<file path="src/rtl/atsc_pkg.sv">
// Constants, types and helpers for the acquisition trigger and strobe controller.
// Assumes one 200 MHz core clock; all programmable delays count 500 ns ticks.
package atsc_pkg;
	localparam int unsigned CLK_MHZ = 200;
	localparam int unsigned TICK_NS = 500;
	localparam int unsigned TICK_CYC = TICK_NS * CLK_MHZ / 1000;
	localparam int unsigned BASE_DELAY_NS = 8200;
	localparam int unsigned BASE_CYC = (BASE_DELAY_NS * CLK_MHZ + 999) / 1000;
	localparam int unsigned PIX_RESET_NS = 9000;
	localparam int unsigned PIX_RESET_CYC = (PIX_RESET_NS * CLK_MHZ + 999) / 1000;
	localparam int unsigned CONT_MIN_NS = 2000;
	localparam longint unsigned CONT_MAX_S = 60;
	localparam int unsigned CONT_PER_MIN = CONT_MIN_NS / TICK_NS;
	localparam int unsigned CONT_PER_MAX = int'(CONT_MAX_S * 64'd1000000000 / TICK_NS);
	localparam int unsigned INTEG_W = 24;
	localparam int unsigned DLY_W = 16;
	localparam int unsigned PER_W = 27;
	localparam int unsigned CNT_W = 34;
	localparam int unsigned ADDR_W = 8;
	localparam logic [ADDR_W-1:0] REG_CTRL = 8'h00;
	localparam logic [ADDR_W-1:0] REG_INTEG = 8'h04;
	localparam logic [ADDR_W-1:0] REG_TRIG_DLY = 8'h08;
	localparam logic [ADDR_W-1:0] REG_RISE = 8'h0C;
	localparam logic [ADDR_W-1:0] REG_FALL = 8'h10;
	localparam logic [ADDR_W-1:0] REG_CONT_PER = 8'h14;
	localparam logic [ADDR_W-1:0] REG_CONT_OFF = 8'h18;
	localparam logic [ADDR_W-1:0] REG_STATUS = 8'h1C;
	localparam logic [ADDR_W-1:0] REG_CMD = 8'h20;
	localparam int unsigned CTRL_MODE_LSB = 0;
	localparam int unsigned CTRL_LAMP_BIT = 2;
	localparam int unsigned CTRL_CONT_BIT = 3;
	localparam int unsigned CTRL_SYNC_BIT = 4;
	localparam int unsigned CMD_REQ_BIT = 0;
	localparam int unsigned CMD_DRAIN_BIT = 1;
	localparam logic [INTEG_W-1:0] INTEG_RST = 24'h0000C8;
	localparam logic [PER_W-1:0] CONT_PER_RST = 27'h00003E8;

	typedef enum logic [1:0] {
		ATSC_MODE_FREE = 2'b00,
		ATSC_MODE_SYNC = 2'b01,
		ATSC_MODE_LEVEL = 2'b10,
		ATSC_MODE_EDGE = 2'b11
	} atsc_mode_t;

	typedef enum logic [1:0] {
		ATSC_ST_WAIT = 2'b00,
		ATSC_ST_DELAY = 2'b01,
		ATSC_ST_INTEG = 2'b10,
		ATSC_ST_IDLE = 2'b11
	} atsc_state_t;

	typedef struct packed {
		atsc_mode_t mode;
		logic lamp_en;
		logic cont_en;
		logic cont_sync;
		logic [INTEG_W-1:0] integ;
		logic [DLY_W-1:0] trig_dly;
		logic [DLY_W-1:0] rise;
		logic [DLY_W-1:0] fall;
		logic [DLY_W-1:0] cont_off;
		logic [PER_W-1:0] cont_per;
	} atsc_cfg_t;

	localparam atsc_cfg_t CFG_RST = '{mode: ATSC_MODE_FREE, lamp_en: 1'b0, cont_en: 1'b0,
		cont_sync: 1'b0, integ: INTEG_RST, trig_dly: 16'h0000, rise: 16'h0000,
		fall: 16'h0000, cont_off: 16'h0000, cont_per: CONT_PER_RST};

	// Ticks of 500 ns to core cycles
	function automatic logic [CNT_W-1:0] atsc_to_cyc(input logic [PER_W-1:0] ticks);
		return CNT_W'(ticks) * CNT_W'(TICK_CYC);
	endfunction
endpackage

</file>
<file path="src/rtl/atsc_top.sv">
// Acquisition sequencer with single and continuous lamp strobes.
// Assumes a same-clock register master and an asynchronous external trigger pin.
`timescale 1ns/1ps
`default_nettype none
module atsc_top
	import atsc_pkg::*;
(
	input wire logic core_clk,
	input wire logic rst_n,
	input wire logic clk_en,
	input wire logic [ADDR_W-1:0] reg_addr,
	input wire logic [31:0] reg_wdata,
	input wire logic reg_wr,
	input wire logic reg_rd,
	output logic [31:0] reg_rdata,
	input wire logic ext_trigger,
	output logic readout_gate_pulse,
	output logic readout_store,
	output logic readout_discard,
	output logic integrating,
	output logic single_strobe,
	output logic cont_strobe
);
	atsc_cfg_t cfg_ff, nxt_cfg;
	atsc_state_t state_ff, nxt_state;
	logic trig_s1_ff, trig_s2_ff, trig_s3_ff;
	logic req_ff, buf_full_ff, started_ff;
	logic gate_ff, store_ff, discard_ff, integ_ff, single_ff, cont_ff;
	logic [31:0] rdata_ff, nxt_rdata;
	logic [CNT_W-1:0] per_cnt_ff, soi_cnt_ff, gate_cnt_ff, cs_cnt_ff;
	logic [CNT_W-1:0] nxt_per_cnt, nxt_soi_cnt, nxt_cs_cnt;
	logic cs_arm_ff, nxt_cs_arm, nxt_cs_lvl;
	logic integration_start_event, store, discard, consume, idle_go, keep, end_now;

	// Register decode
	wire cmd_hit = reg_wr && (reg_addr == REG_CMD);
	wire cmd_req = cmd_hit && reg_wdata[CMD_REQ_BIT];
	wire cmd_drain = cmd_hit && reg_wdata[CMD_DRAIN_BIT];
	// Out-of-range periods are clamped so the strobe never stalls
	wire [PER_W-1:0] per_wr = (reg_wdata < 32'(CONT_PER_MIN)) ? PER_W'(CONT_PER_MIN) :
		(reg_wdata > 32'(CONT_PER_MAX)) ? PER_W'(CONT_PER_MAX) : reg_wdata[PER_W-1:0];

	// Trigger edge and level, taken only from the synchronised stages
	wire trig_lvl = trig_s2_ff;
	wire trig_rise = trig_s2_ff && !trig_s3_ff;

	// Cycle counts derived from tick settings
	wire [CNT_W-1:0] integ_cyc = atsc_to_cyc(PER_W'(cfg_ff.integ));
	wire [CNT_W-1:0] dly_cyc = atsc_to_cyc(PER_W'(cfg_ff.trig_dly)) + CNT_W'(BASE_CYC);
	wire [CNT_W-1:0] rise_cyc = atsc_to_cyc(PER_W'(cfg_ff.rise));
	wire [CNT_W-1:0] fall_cyc = atsc_to_cyc(PER_W'(cfg_ff.fall));
	wire [CNT_W-1:0] off_cyc = atsc_to_cyc(PER_W'(cfg_ff.cont_off));
	wire [CNT_W-1:0] half_cyc = atsc_to_cyc(cfg_ff.cont_per) >> 1;
	wire [CNT_W-1:0] per_next = per_cnt_ff + CNT_W'(1);
	wire integ_done = per_next >= integ_cyc;
	wire dly_done = per_next >= dly_cyc;
	wire ext_mode = cfg_ff.mode != ATSC_MODE_FREE;
	wire cs_on = cfg_ff.lamp_en && cfg_ff.cont_en;
	wire cs_half = (nxt_cs_cnt == '0) && (cs_cnt_ff != '0);

	// Strobe window tracks the counter value that will hold after this edge
	wire nxt_single = cfg_ff.lamp_en && (started_ff || integration_start_event) &&
		(nxt_soi_cnt >= rise_cyc) && (nxt_soi_cnt < fall_cyc);

	always_comb begin
		nxt_cfg = cfg_ff;
		if (reg_wr) begin
			case (reg_addr)
				REG_CTRL: begin
					nxt_cfg.mode = atsc_mode_t'(reg_wdata[CTRL_MODE_LSB +: 2]);
					nxt_cfg.lamp_en = reg_wdata[CTRL_LAMP_BIT];
					nxt_cfg.cont_en = reg_wdata[CTRL_CONT_BIT];
					nxt_cfg.cont_sync = reg_wdata[CTRL_SYNC_BIT];
				end
				REG_INTEG: nxt_cfg.integ = reg_wdata[INTEG_W-1:0];
				REG_TRIG_DLY: nxt_cfg.trig_dly = reg_wdata[DLY_W-1:0];
				REG_RISE: nxt_cfg.rise = reg_wdata[DLY_W-1:0];
				REG_FALL: nxt_cfg.fall = reg_wdata[DLY_W-1:0];
				REG_CONT_PER: nxt_cfg.cont_per = per_wr;
				REG_CONT_OFF: nxt_cfg.cont_off = reg_wdata[DLY_W-1:0];
				default: ;
			endcase
		end
	end

	always_comb begin
		case (reg_addr)
			REG_CTRL: nxt_rdata = {27'h0000000, cfg_ff.cont_sync, cfg_ff.cont_en,
				cfg_ff.lamp_en, cfg_ff.mode};
			REG_INTEG: nxt_rdata = {8'h00, cfg_ff.integ};
			REG_TRIG_DLY: nxt_rdata = {16'h0000, cfg_ff.trig_dly};
			REG_RISE: nxt_rdata = {16'h0000, cfg_ff.rise};
			REG_FALL: nxt_rdata = {16'h0000, cfg_ff.fall};
			REG_CONT_PER: nxt_rdata = {5'h00, cfg_ff.cont_per};
			REG_CONT_OFF: nxt_rdata = {16'h0000, cfg_ff.cont_off};
			REG_STATUS: nxt_rdata = {24'h000000, cont_ff, single_ff, gate_ff, trig_lvl,
				state_ff, req_ff, buf_full_ff};
			default: nxt_rdata = 32'h00000000;
		endcase
		if (!reg_rd) begin
			nxt_rdata = 32'h00000000;
		end
	end

	// Acquisition sequencer
	always_comb begin
		nxt_state = state_ff;
		integration_start_event = 1'b0;
		store = 1'b0;
		discard = 1'b0;
		consume = 1'b0;
		idle_go = 1'b0;
		// Edge mode keeps data only for a pending request
		keep = !buf_full_ff && ((cfg_ff.mode != ATSC_MODE_EDGE) || req_ff);
		end_now = (cfg_ff.mode == ATSC_MODE_SYNC) ? trig_rise : integ_done;
		case (state_ff)
			ATSC_ST_WAIT: begin
				if (!ext_mode) begin
					if (req_ff && !buf_full_ff) begin
						integration_start_event = 1'b1;
						consume = 1'b1;
						nxt_state = ATSC_ST_INTEG;
					end
				end else if (trig_rise && !buf_full_ff) begin
					nxt_state = ATSC_ST_DELAY;
				end
			end
			ATSC_ST_DELAY: begin
				if (dly_done) begin
					integration_start_event = 1'b1;
					nxt_state = ATSC_ST_INTEG;
				end
			end
			ATSC_ST_INTEG: begin
				if (end_now) begin
					store = keep;
					discard = !keep;
					consume = keep && (cfg_ff.mode == ATSC_MODE_EDGE);
					case (cfg_ff.mode)
						ATSC_MODE_FREE: begin
							if (keep) begin
								integration_start_event = 1'b1;
							end else begin
								nxt_state = ATSC_ST_IDLE;
							end
						end
						ATSC_MODE_SYNC: nxt_state = ATSC_ST_DELAY;
						ATSC_MODE_LEVEL: begin
							if (trig_lvl) begin
								integration_start_event = 1'b1;
							end else begin
								nxt_state = ATSC_ST_WAIT;
							end
						end
						default: nxt_state = ATSC_ST_WAIT;
					endcase
				end
			end
			ATSC_ST_IDLE: begin
				if (integ_done) begin
					if (!buf_full_ff && req_ff) begin
						integration_start_event = 1'b1;
						consume = 1'b1;
						nxt_state = ATSC_ST_INTEG;
					end else begin
						idle_go = 1'b1;
					end
				end
			end
			default: nxt_state = ATSC_ST_WAIT;
		endcase
	end

	wire restart = integration_start_event || idle_go || (nxt_state != state_ff);
	assign nxt_per_cnt = restart ? '0 : per_next;
	assign nxt_soi_cnt = integration_start_event ? '0 : ((&soi_cnt_ff) ? soi_cnt_ff : soi_cnt_ff + CNT_W'(1));

	// Continuous strobe: free form runs on its own, sync form restarts at each start
	always_comb begin
		nxt_cs_cnt = cs_cnt_ff + CNT_W'(1);
		nxt_cs_lvl = cont_ff;
		nxt_cs_arm = cs_arm_ff;
		if (!cs_on) begin
			nxt_cs_cnt = '0;
			nxt_cs_lvl = 1'b0;
			nxt_cs_arm = !cfg_ff.cont_sync;
		end else if (cfg_ff.cont_sync && integration_start_event) begin
			nxt_cs_cnt = '0;
			nxt_cs_lvl = 1'b0;
			nxt_cs_arm = 1'b0;
		end else if (!cs_arm_ff && cfg_ff.cont_sync) begin
			if (nxt_cs_cnt >= off_cyc) begin
				nxt_cs_cnt = '0;
				nxt_cs_lvl = 1'b1;
				nxt_cs_arm = 1'b1;
			end
		end else if (nxt_cs_cnt >= half_cyc) begin
			nxt_cs_cnt = '0;
			nxt_cs_lvl = !cont_ff;
		end
	end

	always_ff @(posedge core_clk or negedge rst_n) begin
		if (!rst_n) begin
			trig_s1_ff <= 1'b0;
			trig_s2_ff <= 1'b0;
			trig_s3_ff <= 1'b0;
		end else if (clk_en) begin
			trig_s1_ff <= ext_trigger;
			trig_s2_ff <= trig_s1_ff;
			trig_s3_ff <= trig_s2_ff;
		end
	end

	always_ff @(posedge core_clk or negedge rst_n) begin
		if (!rst_n) begin
			cfg_ff <= CFG_RST;
			rdata_ff <= 32'h00000000;
			state_ff <= ATSC_ST_WAIT;
			per_cnt_ff <= '0;
			soi_cnt_ff <= '0;
		end else if (clk_en) begin
			cfg_ff <= nxt_cfg;
			rdata_ff <= nxt_rdata;
			state_ff <= nxt_state;
			per_cnt_ff <= nxt_per_cnt;
			soi_cnt_ff <= nxt_soi_cnt;
		end
	end

	// Set wins over clear for both the request and the buffer flag
	always_ff @(posedge core_clk or negedge rst_n) begin
		if (!rst_n) begin
			req_ff <= 1'b0;
			buf_full_ff <= 1'b0;
			started_ff <= 1'b0;
			store_ff <= 1'b0;
			discard_ff <= 1'b0;
			integ_ff <= 1'b0;
		end else if (clk_en) begin
			req_ff <= cmd_req || (req_ff && !consume);
			buf_full_ff <= store || (buf_full_ff && !cmd_drain);
			started_ff <= started_ff || integration_start_event;
			store_ff <= store;
			discard_ff <= discard;
			integ_ff <= nxt_state == ATSC_ST_INTEG;
		end
	end

	always_ff @(posedge core_clk or negedge rst_n) begin
		if (!rst_n) begin
			gate_ff <= 1'b0;
			gate_cnt_ff <= '0;
		end else if (clk_en) begin
			if (integration_start_event) begin
				gate_ff <= 1'b1;
				gate_cnt_ff <= '0;
			end else if (gate_ff) begin
				gate_ff <= gate_cnt_ff != CNT_W'(PIX_RESET_CYC - 1);
				gate_cnt_ff <= gate_cnt_ff + CNT_W'(1);
			end
		end
	end

	always_ff @(posedge core_clk or negedge rst_n) begin
		if (!rst_n) begin
			single_ff <= 1'b0;
			cont_ff <= 1'b0;
			cs_cnt_ff <= '0;
			cs_arm_ff <= 1'b1;
		end else if (clk_en) begin
			single_ff <= nxt_single;
			cont_ff <= nxt_cs_lvl && cs_on;
			cs_cnt_ff <= nxt_cs_cnt;
			cs_arm_ff <= nxt_cs_arm;
		end
	end

	assign reg_rdata = rdata_ff;
	assign readout_gate_pulse = gate_ff;
	assign readout_store = store_ff;
	assign readout_discard = discard_ff;
	assign integrating = integ_ff;
	assign single_strobe = single_ff;
	assign cont_strobe = cont_ff;
endmodule // atsc_top
`default_nettype wire

</file>
<file path="config.mk">
export PLATFORM = sky130hd
export DESIGN_NAME = atsc_top
export DESIGN_NICKNAME = d
export VERILOG_FILES = /design/src/rtl/atsc_pkg.sv /design/src/rtl/atsc_top.sv
export SDC_FILE = /design/constraint.sdc
export NUM_CORES = 1
export LEC_CHECK = 0
export BUFFER_PORTS_ARGS = -buffer_cell sky130_fd_sc_hd__buf_2
export CELL_PAD_IN_SITES_DETAIL_PLACEMENT = 0
export CELL_PAD_IN_SITES_GLOBAL_PLACEMENT = 2
export CORE_MARGIN = 5
export CORE_UTILIZATION = 44
export CTS_CLUSTER_SIZE = 20
export DETAILED_ROUTE_END_ITERATION = 16
export PLACE_DENSITY = 0.89
export SETUP_SLACK_MARGIN = 0.3
export SYNTH_ARGS = -nofsm -noshare
export SYNTH_HDL_FRONTEND = slang
export SYNTH_SLANG_ARGS = --single-unit
</file>
<file path="constraint.sdc">
create_clock -name core_clk -period 11.36 [get_ports core_clk]
set_input_delay 0 -clock core_clk [delete_from_list [all_inputs] [get_ports core_clk]]
set_output_delay 0 -clock core_clk [all_outputs]
set_load 0.01 [all_outputs]
</file>
== Word level (Yosys, flattened, before mapping) ==
Index checks and enable logic that the tools add are counted.
Widths: inputs -> output; s select.

* Register bits: 303
* Bits of input ports: 46
* Logic and storage cells: 168
* Output and inout bits: 38

* Reductions and logical operators: 46
* Equality and inequality tests: 20
* Order comparisons: 8
* Multipliers: 6
* Mux-type cells: 54
* Add/sub/neg operators: 5

{| class="wikitable"
|+ Operators by type and width
! operator !! number
|-
| $mux 34 || 10
|-
| $pmux 27 s8 || 1
|-
| $add 34x1->34 const B || 4
|-
| $mul 16x5->21 const B || 4
|-
| $ge 34x23->1 || 2
|-
| $mux 27 || 2
|-
| $ge 34x24->1 || 1
|-
| $ge 34x31->1 || 1
|-
| $ge 34x33->1 || 1
|-
| $lt 34x23->1 || 1
|-
| $ne 34x11->1 const B || 1
|-
| $reduce_and 34->1 || 1
|-
| $eq 8x5->1 const B || 4
|-
| $gt 32x27->1 const B || 1
|-
| $lt 32x3->1 const B || 1
|-
| $mul 27x5->32 const B || 1
|-
| $mux 32 || 1
|-
| $mul 24x5->29 const B || 1
|-
| $mux 1 || 27
|-
| $add 23x11->24 const B || 1
|-
| $reduce_and 3->1 || 8
|-
| $logic_and 1x1->1 || 17
|-
| $eq 8x4->1 const B || 2
|-
| $mux 2 || 8
|-
| other kinds (18) || 38
|}

== Logic depth before layout (Yosys ltp) ==
Gate-level depths: netlist of run 1.

* Depth in word-level cells: 11
* Mapped depth: 38
* Gate-level depth less buffers: 36

== Least setup slack after synthesis of run 1 ==
No wires, ideal clock.

* Path type: register to register
* From: reg cfg_ff[97] (netlist name)
* To: reg single_ff (netlist: single_strobe)
* Cell stages (with the launch flop): 39
* Required time: 11.234 ns
* Setup time: 0.126 ns
* Period minus slack after synthesis: 7.615 ns
* Path buffers: 2
* Data arrival time: 7.490 ns
* Slack: 3.745 ns
* Path through: dfstp_2 > ha_1 > ha_1 > inv_1 > fa_1 > inv_1 > ha_1 > a21oi_1 > o21ai_0 > or3_1 > o2111ai_1 > nand2_1 > a41o_1 > nor4_1 > o311a_1 > a21oi_1 > xnor2_1 > ha_1 > [... 3 more ...] > a31oi_1 > a211oi_1 > nand2_2 > o221a_2 > buf_6 > buf_2 > nor2_1 > ha_1 > a21o_1 > a21o_1 > a21oi_1 > nor2_1 > a211oi_1 > o21ai_0 > a21oi_1 > a211o_1 > a31oi_1 > o311a_1

* Longest elaborated chain between the ends: 9
* Elaborated cells between the ends (all ways): 13
* Those cells by class: 1 x mul; 3 x order compare; 5 x mux; 4 x reduce/logical

{| class="wikitable"
|+ Ends and longest elaborated chain
! item !! line !! source
|-
| start, declared || atsc_top.sv:24 || <nowiki>atsc_cfg_t cfg_ff, nxt_cfg;</nowiki>
|-
| start signal, assigned || atsc_top.sv:223 || <nowiki>cfg_ff <= nxt_cfg;</nowiki>
|-
| $mul 24x5->29 (*) || atsc_pkg.sv:71 || <nowiki>return CNT_W'(ticks) * CNT_W'(TICK_CYC);</nowiki>
|-
| $ge 34x31->1 (*) || atsc_top.sv:55 || <nowiki>wire integ_done = per_next >= integ_cyc;</nowiki>
|-
| $mux 1 || atsc_top.sv:115 || <nowiki>end_now = (cfg_ff.mode == ATSC_MODE_SYNC) ? trig_rise : integ_done;</nowiki>
|-
| $mux 1 || atsc_top.sv:135 || <nowiki>if (end_now) begin</nowiki>
|-
| $pmux 1 s4 (*) || atsc_top.sv:116 || <nowiki>case (state_ff)</nowiki>
|-
| $mux 34 (*) || atsc_top.sv:176 || <nowiki>assign nxt_soi_cnt = integration_start_event ? '0 : ((&soi_cnt_ff) ? soi_cnt_ff : soi_cnt_ff + CNT_W'(1));</nowiki>
|-
| net nxt_soi_cnt[15] || atsc_top.sv:31 || <nowiki>logic [CNT_W-1:0] nxt_per_cnt, nxt_soi_cnt, nxt_cs_cnt;</nowiki>
|-
| $ge 34x23->1 || atsc_top.sv:63 || <nowiki>(nxt_soi_cnt >= rise_cyc) && (nxt_soi_cnt < fall_cyc);</nowiki>
|-
| $logic_and 1x1->1 || atsc_top.sv:62 || <nowiki>wire nxt_single = cfg_ff.lamp_en && (started_ff || integration_start_event) &&</nowiki>
|-
| $logic_and 1x1->1 (*) || atsc_top.sv:63 ||
|-
| end signal, assigned || atsc_top.sv:272 || <nowiki>single_ff <= nxt_single;</nowiki>
|-
| end, declared || atsc_top.sv:28 || <nowiki>logic gate_ff, store_ff, discard_ff, integ_ff, single_ff, cont_ff;</nowiki>
|}

Mark *: on every way through the listed nets, which the timed path passes. The rest lies on a longest branch.
A chain may end at the register's enable or synchronous reset.

== Worst setup path in the final report of run 1 ==
* From: reg cfg_ff[94] (netlist name)
* To: reg single_ff (netlist: single_strobe)

The elaborated chain is that of the path after synthesis.

==> results of run 1 <==
==> worst min path at each step <==
stage                from         endpoint  slack, ns  cells past startpoint
finish              rst_n  gate_cnt_ff[25]       0.05                      2
global route        rst_n  gate_cnt_ff[25]       0.11                      2
CTS                 rst_n    per_cnt_ff[3]       0.09                      2
detailed placement  rst_n  gate_cnt_ff[25]       0.09                      1
global placement    rst_n  gate_cnt_ff[25]       0.07                      1
floorplan           rst_n      buf_full_ff      -0.30                      0
==> placed cells by master (no fill, tap or decap), types with 107 or more instances in the layout <==
master,count
xor2_1,108
xnor2_1,107
nand2_1,184
dfrtp_1,288
ha_1,524
a21oi_1,153
nor2_1,176
mux2_2,117
nand3_1,127
inv_1,487
==> registers in the layout (all words and copies together) (netlist names), 2 cells and up <==
register     cells
cs_cnt_ff       34
gate_cnt_ff     34
per_cnt_ff      34
soi_cnt_ff      34
state_ff         2
reg_rdata       27
cfg_ff         120
==> area by class of cell <==
type,count,area [µm²]
tap,931,1160
clock inverter,14,255
antenna,1,2.50
multi-input combinational,2519,20900
timing repair buffer,134,923
clock buffer,57,1150
fill,6488,35100
sequential,298,7470
inverter,488,1830
==> per-stage QoR <==
stage,area (µm²),setup WS [ns]
after CTS,33700,2.18
after detailed placement,31900,2.22
after floorplan,30600,3.74
after global placement,31900,2.50
final,33700,2.20
after global routing,33700,1.43
==> logic make-up after synthesis <==
| group | share of synthesized area |
|---|---|
| multiplexers | 0.0480 |
| XOR/XNOR | 0.0615 |
| adder cells (fa/ha/maj) | 0.270 |
| other | 0.000123 |
| AO/OA/AOI/OAI | 0.154 |
| buffers and inverters | 0.0749 |
| flip-flops | 0.244 |
| AND/OR/NAND/NOR | 0.147 |
==> metal layers <==
metal / up-vias / part of all wire / GRT usage
met1: 12600 / 0.46 / 0.332
met5: - / 0 / 0
met4: 0 / 0.029 / 0.0702
li1: 12200 / - / -
met2: 679 / 0.44 / 0.371
met3: 121 / 0.069 / 0.0417
==> report_power, final <==
part / internal (mW) / switching [mW] / leakage (nW) / total (mW)
sequential: 1.10 / 0.0691 / 4.03 / 1.17
clock: 0.860 / 0.519 / 0.684 / 1.38
combinational: 0.235 / 0.424 / 12.7 / 0.659
==> flow_metrics.py, run 1 <==
metrics = {
    "status": {
        "run_status": "finished, final reports clean",
    },
    "critical_path": {
        "cp_top_family": "compound AO/OA/AOI/OAI gates",
        "cp.required_ns": 11.85,
        "cp-end-kind": "flip-flop",
        "crit_arrival_ns": 9.65,
        "crit_start": "cfg_ff[94]",
        "cp_common_cell": "ha_1",
        "start_kind": "flip-flop",
        "cp_max_fo": 37,
        "crit_path_end": "single_strobe",
        "rrSetupSlack_ns": 2.20,
        "timing.rr.start": "cfg_ff[94]",
        "max_stage_delay_ns": 0.86,
        "cp.depth": 34,
        "reg2reg_to": "single_strobe",
        "cp.buffers_inverters": 1,
        "critPathKind": "reg2reg",
        "cp_slowest_cell": "a211oi_1",
        "reg2regPathDepth": 34,
    },
    "detailed_routing": {
        "drc": 0,
        "vias": 25600,
        "drt_first_pass_iters": 6,
        "wire_per_inst_um": 20.0,
        "ant_nets": 0,
        "wirelength_um": 88600,
        "vias_per_cell": 5.76,
        "dr.first_iter.drc_count": 1713,
    },
    "logic_synthesis": {
        "synthFlopType": "dfrtp_1",
        "ys_types": 91,
        "synth_edf_count": 0,
        "ys_ff_latch": 298,
        "synthMostInstantiatedCell": "ha_1",
        "async_flop_share": 1.00,
        "ys_seq_area_frac": 0.244,
        "synth_top_area_share": 0.235,
        "ys_top_cells_by_count": "ha_1 (524), inv_1 (487), dfrtp_1 (288), nand2_1 (184), nor2_1 (176)",
        "synthTopCellsByArea": "dfrtp_1 (24%), ha_1 (21%), inv_1 (6.0%), fa_1 (5.6%), mux2_2 (4.3%)",
        "netlist_area_mm2": 0.0306,
        "post-synth-top-area-cell": "dfrtp_1",
        "synthCells": 3401,
        "syn_area_per_cell_um2": 9.00,
        "ys_warn_count": 0,
    },
    "sta": {
        "maxSlewViolCount": 0,
        "slew_headroom": 0.207,
        "rsz0062_at_grt": "false",
        "worst_slew_pin_slew_ns": 1.18,
        "period_minus_slack_ns": 9.16,
        "max_freq_mhz": 109,
        "finClkSkew_ns": 0.0199,
        "timing.hold.ws_ns": 0.0479,
        "final_hold_viol_count": 0,
        "post-route-period-util": 0.806,
        "finalSetupViolations": 0,
        "fin_tns_setup_ns": 0,
    },
    "finish": {
        "nNetsFinal": 4135,
        "instances_no_fill": 4442,
        "fin_util": 0.489,
        "syn_to_final_growth_pct": 10.0,
        "final_layout_size_suffix_gt1_frac": 0.0969,
    },
    "global_route": {
        "antenna_found_initial": 2,
        "grt_overflow": 0,
        "grt_usage": 0.235,
        "grt_start_max_net_pins": 149,
        "grt_pass1_wl_um": 142000,
        "grt_pass1_vias": 25700,
    },
    "clock_tree": {
        "clk_latency_ns": 0.56,
        "cts_setup_buffers": 0,
        "cts_tree": "yes",
        "htreeDepth": 2,
        "clk_pin_slew_ns": 0.06,
        "root_buffer": "clkbuf_16",
        "clkSinkCount": 298,
        "ctsHoldBuffers": 35,
        "postCtsResizedCells": 0,
        "clockBufferDepth": 3,
        "cts_buffers": 39,
    },
    "die": {
        "die-area_mm2": 0.0749,
        "die_height_um": 274,
        "initial_core_util": 0.445,
        "rows": 96,
        "die_w_um": 274,
        "core_area_mm2": 0.0688,
        "ios": 84,
    },
    "power_and_ir_drop": {
        "p_per_area_mw_per_mm2": 95.2,
        "leakage_nw": 17.4,
        "total_power_mw": 3.21,
        "ir_drop_v": 0.0000869,
    },
    "placed_design": {
        "place_congestion": 0.893,
        "hpwl_um": 69700,
        "dp.cells": 4335,
        "port-buffer-count": 78,
    },
    "job": {
        "maxCapViolCount": 0,
    },
    "min_path": {
        "worstHoldPathType": "in2async",
    },
}
Note: power is estimated with default switching activity, not from simulation.
==> inputs of run 2 (changes only) <==
--- a/config.mk
+++ b/config.mk
@@ -9,10 +9,10 @@
 export CELL_PAD_IN_SITES_DETAIL_PLACEMENT = 0
 export CELL_PAD_IN_SITES_GLOBAL_PLACEMENT = 2
 export CORE_MARGIN = 5
-export CORE_UTILIZATION = 44
+export CORE_UTILIZATION = 41
 export CTS_CLUSTER_SIZE = 20
 export DETAILED_ROUTE_END_ITERATION = 16
-export PLACE_DENSITY = 0.89
+export PLACE_DENSITY = 0.84
 export SETUP_SLACK_MARGIN = 0.3
 export SYNTH_ARGS = -nofsm -noshare
 export SYNTH_HDL_FRONTEND = slang
==> constraint.sdc (replaced) <==
create_clock -name core_clk -period 9.15 [get_ports core_clk]
set_input_delay 0 -clock core_clk [delete_from_list [all_inputs] [get_ports core_clk]]
set_output_delay 0 -clock core_clk [all_outputs]
set_load 0.01 [all_outputs]
==> run 2 against run 1 <==
Net effect: total power up 23%; sequential share of layout area about the same; clock power up 20%; final area up 0.21%; non-clock buffer count is 2 higher; largest cell class unchanged; largest power group unchanged.
==> flow_metrics.py, run 2 (synthesized netlist as in run 1, its figures left out) <==
metrics = {
    "min_path": {
        "worstHoldPathType": "in2async",
    },
    "placed_design": {
        "port-buffer-count": 78,
        "hpwl_um": 70400,
        "place_congestion": 0.849,
        "placed_cell_area_mm2": 0.0320,
    },
    "critical_path": {
        "crit_arrival_ns": 8.80,
        "cp.required_ns": 9.66,
        "cp_common_cell": "ha_1",
        "cp_max_fo": 15,
        "max_stage_delay_ns": 0.49,
        "start_kind": "flip-flop",
        "cp_slowest_cell": "fa_1",
        "cp-end-kind": "flip-flop",
        "critPathKind": "reg2reg",
    },
    "global_route": {
        "grt_overflow": 0,
        "grt_busiest_layer": "met1",
        "grt_use_met1": 0.327,
        "use_met2": 0.322,
        "grt_pass1_wl_um": 141000,
        "antenna_found_initial": 5,
        "grt_pass1_vias": 24300,
        "grt_start_max_net_pins": 144,
        "grt_usage": 0.218,
        "grt_use_met3": 0.0408,
    },
    "status": {
        "run_status": "finished, final reports clean",
    },
    "clock_tree": {
        "clkSinkCount": 298,
        "clk_pin_slew_ns": 0.06,
        "clockBufferDepth": 3,
        "htreeDepth": 2,
        "cts_buffers": 40,
        "clk_latency_ns": 0.58,
        "root_buffer": "clkbuf_16",
        "cts_tree": "yes",
        "cts_setup_buffers": 0,
    },
    "detailed_routing": {
        "dr.first_iter.drc_count": 1884,
        "wire_per_inst_um": 19.8,
        "wirelength_um": 88900,
        "vias_per_cell": 5.57,
        "ant_nets": 0,
        "vias": 25000,
        "drc": 0,
        "drt_first_pass_iters": 7,
    },
    "sta": {
        "post-route-period-util": 0.906,
        "worst_slew_pin_slew_ns": 1.17,
        "final_hold_viol_count": 0,
        "period_minus_slack_ns": 8.29,
        "slew_headroom": 0.218,
        "finClkSkew_ns": 0.0251,
        "rsz0062_at_grt": "false",
        "maxSlewViolCount": 0,
        "finalSetupViolations": 0,
        "fin_tns_setup_ns": 0,
        "max_freq_mhz": 121,
    },
    "finish": {
        "largest_reg_flops": 120,
        "regMostFlops": "cfg_ff",
        "final_cell_area_mm2": 0.0338,
        "multi_input_area_mm2": 0.0209,
        "fin_util": 0.455,
        "syn_to_final_growth_pct": 10.3,
        "fill_cells": 7287,
        "nNetsFinal": 4138,
        "mostFrequentLayoutCell": "ha_1",
        "seqCellArea_mm2": 0.00747,
        "final_layout_size_suffix_gt1_frac": 0.102,
        "final_cell_mix": "ha_1 (524), inv_1 (487), dfrtp_1 (288)",
    },
    "power_and_ir_drop": {
        "netSwitchingFraction": 0.328,
        "clock_power_share": 0.421,
        "seqPwrFrac": 0.368,
        "pwr-share-comb": 0.211,
        "p_int_mw": 2.65,
        "p_per_area_mw_per_mm2": 117,
        "ir_drop_v": 0.000123,
        "total_power_mw": 3.94,
        "leakage_nw": 17.4,
        "p_switching_mw": 1.29,
    },
    "die": {
        "initial_core_util": 0.413,
        "die_height_um": 283,
        "die-area_mm2": 0.0802,
        "rows": 100,
        "die_w_um": 283,
        "core_area_mm2": 0.0742,
        "ios": 84,
    },
    "job": {
        "maxCapViolCount": 0,
    },
}
-- run 2: cell count changes in the layout (fill, tap and decap cells not counted), moves of 3 or more --
cell	before	now
buf_4	21	26
bufinv_16	7	4
clkbuf_1	10	5
clkinv_2	4	8
clkinv_4	1	4
dlygate4sd3_1	35	32
inv_6	1	4
nor2_1	176	173
nor2_2	3	6
-- run 2: repair_timing --
action | 4_1_cts | 5_1_grt
hold buffers | 32 | 0
endpoints found under the hold margin | 223 | 0
gates resized for setup | 0 | 7
setup endpoints to repair | 0 | 1
-- run 2: power groups by stage --
stage	logic [mW]	clock network [mW]	registers (mW)
final	0.831	1.66	1.45
after global routing	0.932	1.75	1.46
after CTS	0.837	1.70	1.45
after detailed placement	0.821	0	1.47
after global placement	0.823	0	1.47
after floorplan	0.579	0	1.43
-- run 2: metrics by stage --
step / hold slack [ns] / setup WS, ns / instances
2_1_floorplan: -0.296 / 1.53 / 3405
6_report: 0.0458 / 0.859 / 4486
5_1_grt: 0.0507 / 0.302 / 4484
3_3_place_gp: 0.0881 / 0.867 / 4378
4_1_cts: 0.0210 / 0.680 / 4484
3_5_place_dp: 0.0846 / 0.728 / 4378
-- run 2: area by class of cell --
type | instances | share of cell area
inverter | 488 | 0.0543
tap | 969 | 0.0359
multi-input combinational | 2519 | 0.620
timing repair buffer | 136 | 0.0276
sequential | 298 | 0.221
clock buffer | 51 | 0.0327
antenna | 2 | 0.000148
clock inverter | 23 | 0.00812
-- run 2: worst max-delay path, delay by kind of cell, from the launching register on --
kind / cells / cell delay, ns
AOI/OAI and AO/OA: 19 / 3.90
buffers and inverters: 4 / 0.53
xor gates and xnor gates: 1 / 0.13
DFF: 1 / 0.47
adders and majority gates: 6 / 2.08
and+or+nand+nor: 7 / 1.14
-- run 2: final timing paths --
kind	from	to	depth (start not counted)	slack, ns
max in group asynchronous	rst_n	cfg_ff[12]	3	7.73
setup / recovery	cfg_ff[99]	single_strobe	37	0.86
min in group core_clk	reg_addr[5]	req_ff	3	0.08
setup reg to reg	cfg_ff[99]	single_strobe	37	0.86
hold reg to reg	reg_rdata[15]	reg_rdata[15]	1	0.47
hold / removal	rst_n	gate_cnt_ff[25]	2	0.05
-- run 2: metal layers --
layer  up-vias  wire, µm
met5         -        10
met4         2      2330
met3        92      5710
met2       572     37300
met1     12100     43600
li1      12200         -
==> inputs of run 3 (changes only) <==
--- a/config.mk
+++ b/config.mk
@@ -9,10 +9,10 @@
 export CELL_PAD_IN_SITES_DETAIL_PLACEMENT = 0
 export CELL_PAD_IN_SITES_GLOBAL_PLACEMENT = 2
 export CORE_MARGIN = 5
-export CORE_UTILIZATION = 41
+export CORE_UTILIZATION = 44
 export CTS_CLUSTER_SIZE = 20
 export DETAILED_ROUTE_END_ITERATION = 16
-export PLACE_DENSITY = 0.84
+export PLACE_DENSITY = 0.89
 export SETUP_SLACK_MARGIN = 0.3
 export SYNTH_ARGS = -nofsm -noshare
 export SYNTH_HDL_FRONTEND = slang
==> constraint.sdc (replaced) <==
create_clock -name core_clk -period 10.4 [get_ports core_clk]
set_input_delay 0 -clock core_clk [delete_from_list [all_inputs] [get_ports core_clk]]
set_output_delay 0 -clock core_clk [all_outputs]
set_load 0.01 [all_outputs]
==> run 3 against run 2 <==
Net effect: sequential share of layout area is 0.053 points higher; sequential power is 12% lower; critical path type unchanged; register-to-register slack better by 0.30 ns; cell count is 0.89% lower.
==> flow_metrics.py, run 3 (synthesized netlist as in run 1, its figures left out) <==
metrics = {
    "critical_path": {
        "start_kind": "flip-flop",
        "critPathKind": "reg2reg",
        "cp-end-kind": "flip-flop",
        "reg2reg_to": "single_strobe",
        "reg2regPathDepth": 34,
        "cp_slowest_cell": "a211oi_1",
        "cp.required_ns": 10.89,
        "max_stage_delay_ns": 0.87,
        "timing.rr.start": "cfg_ff[94]",
        "cp_max_fo": 37,
        "rrSetupSlack_ns": 1.16,
        "crit_arrival_ns": 9.74,
        "cp_common_cell": "ha_1",
    },
    "clock_tree": {
        "cts_buffers": 40,
        "clk_pin_slew_ns": 0.06,
        "clockBufferDepth": 3,
        "cts_tree": "yes",
        "clkSinkCount": 298,
        "root_buffer": "clkbuf_16",
        "clk_latency_ns": 0.59,
        "cts_setup_buffers": 0,
        "htreeDepth": 2,
    },
    "finish": {
        "final_cell_mix": "ha_1 (524), inv_1 (487), dfrtp_1 (288)",
        "nNetsFinal": 4138,
        "final_cell_area_mm2": 0.0337,
        "mostFrequentLayoutCell": "ha_1",
        "instances_no_fill": 4446,
        "regMostFlops": "cfg_ff",
        "diodes": 0,
        "largest_reg_flops": 120,
        "syn_to_final_growth_pct": 10.0,
        "final_layout_size_suffix_gt1_frac": 0.0993,
    },
    "die": {
        "die_height_um": 274,
        "rows": 96,
        "ios": 84,
        "initial_core_util": 0.445,
        "core_area_mm2": 0.0688,
        "die-area_mm2": 0.0749,
        "die_w_um": 274,
    },
    "sta": {
        "max_freq_mhz": 108,
        "slew_headroom": 0.160,
        "post-route-period-util": 0.889,
        "worst_slew_pin_slew_ns": 1.25,
        "fin_tns_setup_ns": 0,
        "maxSlewViolCount": 0,
        "timing.hold.ws_ns": 0.0422,
        "rsz0062_at_grt": "false",
        "period_minus_slack_ns": 9.24,
        "fin_ws_ns": 1.16,
        "finClkSkew_ns": 0.0354,
        "final_hold_viol_count": 0,
        "finalSetupViolations": 0,
    },
    "detailed_routing": {
        "vias": 25500,
        "vias_per_cell": 5.73,
        "drt_first_pass_iters": 7,
        "ant_nets": 0,
        "wire_per_inst_um": 20.0,
        "wirelength_um": 88900,
        "drc": 0,
        "dr.first_iter.drc_count": 1697,
    },
    "global_route": {
        "grt_pass1_wl_um": 142000,
        "use_met2": 0.376,
        "grt_busiest_layer": "met2",
        "grt_use_met3": 0.0349,
        "grt_pass1_vias": 25200,
        "grt_use_met1": 0.338,
        "grt_start_max_net_pins": 149,
        "grt_usage": 0.235,
        "grt_overflow": 0,
        "antenna_found_initial": 6,
    },
    "placed_design": {
        "placed_cell_area_mm2": 0.0319,
        "dp.cells": 4337,
        "hpwl_um": 70000,
        "place_congestion": 0.896,
        "place_ws_ns": 1.26,
        "port-buffer-count": 78,
    },
    "min_path": {
        "worstHoldPathType": "in2async",
    },
    "status": {
        "run_status": "finished, final reports clean",
    },
    "power_and_ir_drop": {
        "ir_drop_v": 0.000111,
        "leakage_nw": 17.4,
        "p_per_area_mw_per_mm2": 103,
    },
    "job": {
        "maxCapViolCount": 0,
    },
}
## run 3: worst max-delay path by stage
stage	end	slack [ns]	cells past startpoint	startpoint
2_1_floorplan	single_strobe	2.78	38	cfg_ff[97]
3_3_place_gp	single_strobe	1.54	34	cfg_ff[94]
3_5_place_dp	single_strobe	1.26	34	cfg_ff[94]
4_1_cts	single_strobe	1.18	34	cfg_ff[94]
5_1_grt	single_strobe	0.48	34	cfg_ff[94]
6_report	single_strobe	1.16	34	cfg_ff[94]
## run 3: timing repair
| item | 4_1_cts | 5_1_grt |
|---|---|---|
| hold buffers | 35 | 0 |
| resized for setup | 0 | 0 |
| endpoints found under the hold margin | 220 | 0 |
## run 3: routing by layer
metal  part of all wire  wire length (µm)
met1               0.47             42000
met2               0.45             39800
met3              0.057              5040
met4              0.022              1980
met5            0.00047                42
## run 3: critical path, delay by kind of cell (launching register included)
family | cells | cell delay [ns]
AO/OA/AOI/OAI | 20 | 5.19
adder cells (fa/ha/maj) | 6 | 1.95
AND/OR/NAND/NOR | 6 | 0.89
flip-flops | 1 | 0.58
buffers and inverters | 1 | 0.32
XOR/XNOR | 1 | 0.18
## run 3: power by group
part / switching, mW / internal, mW / leakage (nW)
clock network: 0.585 / 0.874 / 0.661
logic: 0.467 / 0.259 / 12.7
registers: 0.0742 / 1.20 / 4.03
total: 1.13 / 2.34 / 17.4
## run 3: cell type report
type                    instances  area, µm²
fillers                      6412      35200
flip-flops and latches        298       7470
clock inverters                17        194
repair buffers                136        938
well taps                     931       1160
clock buffers                  57       1190
inverters                     488       1830
multi-input cells            2519      20900
## run 3: per-stage QoR
stage / utilization / total power, mW
final: 0.489 / 3.46
after global placement: 0.464 / 2.00
after detailed placement: 0.464 / 2.01
after global routing: 0.489 / 3.63
after CTS: 0.489 / 3.49
after floorplan: - / 1.77
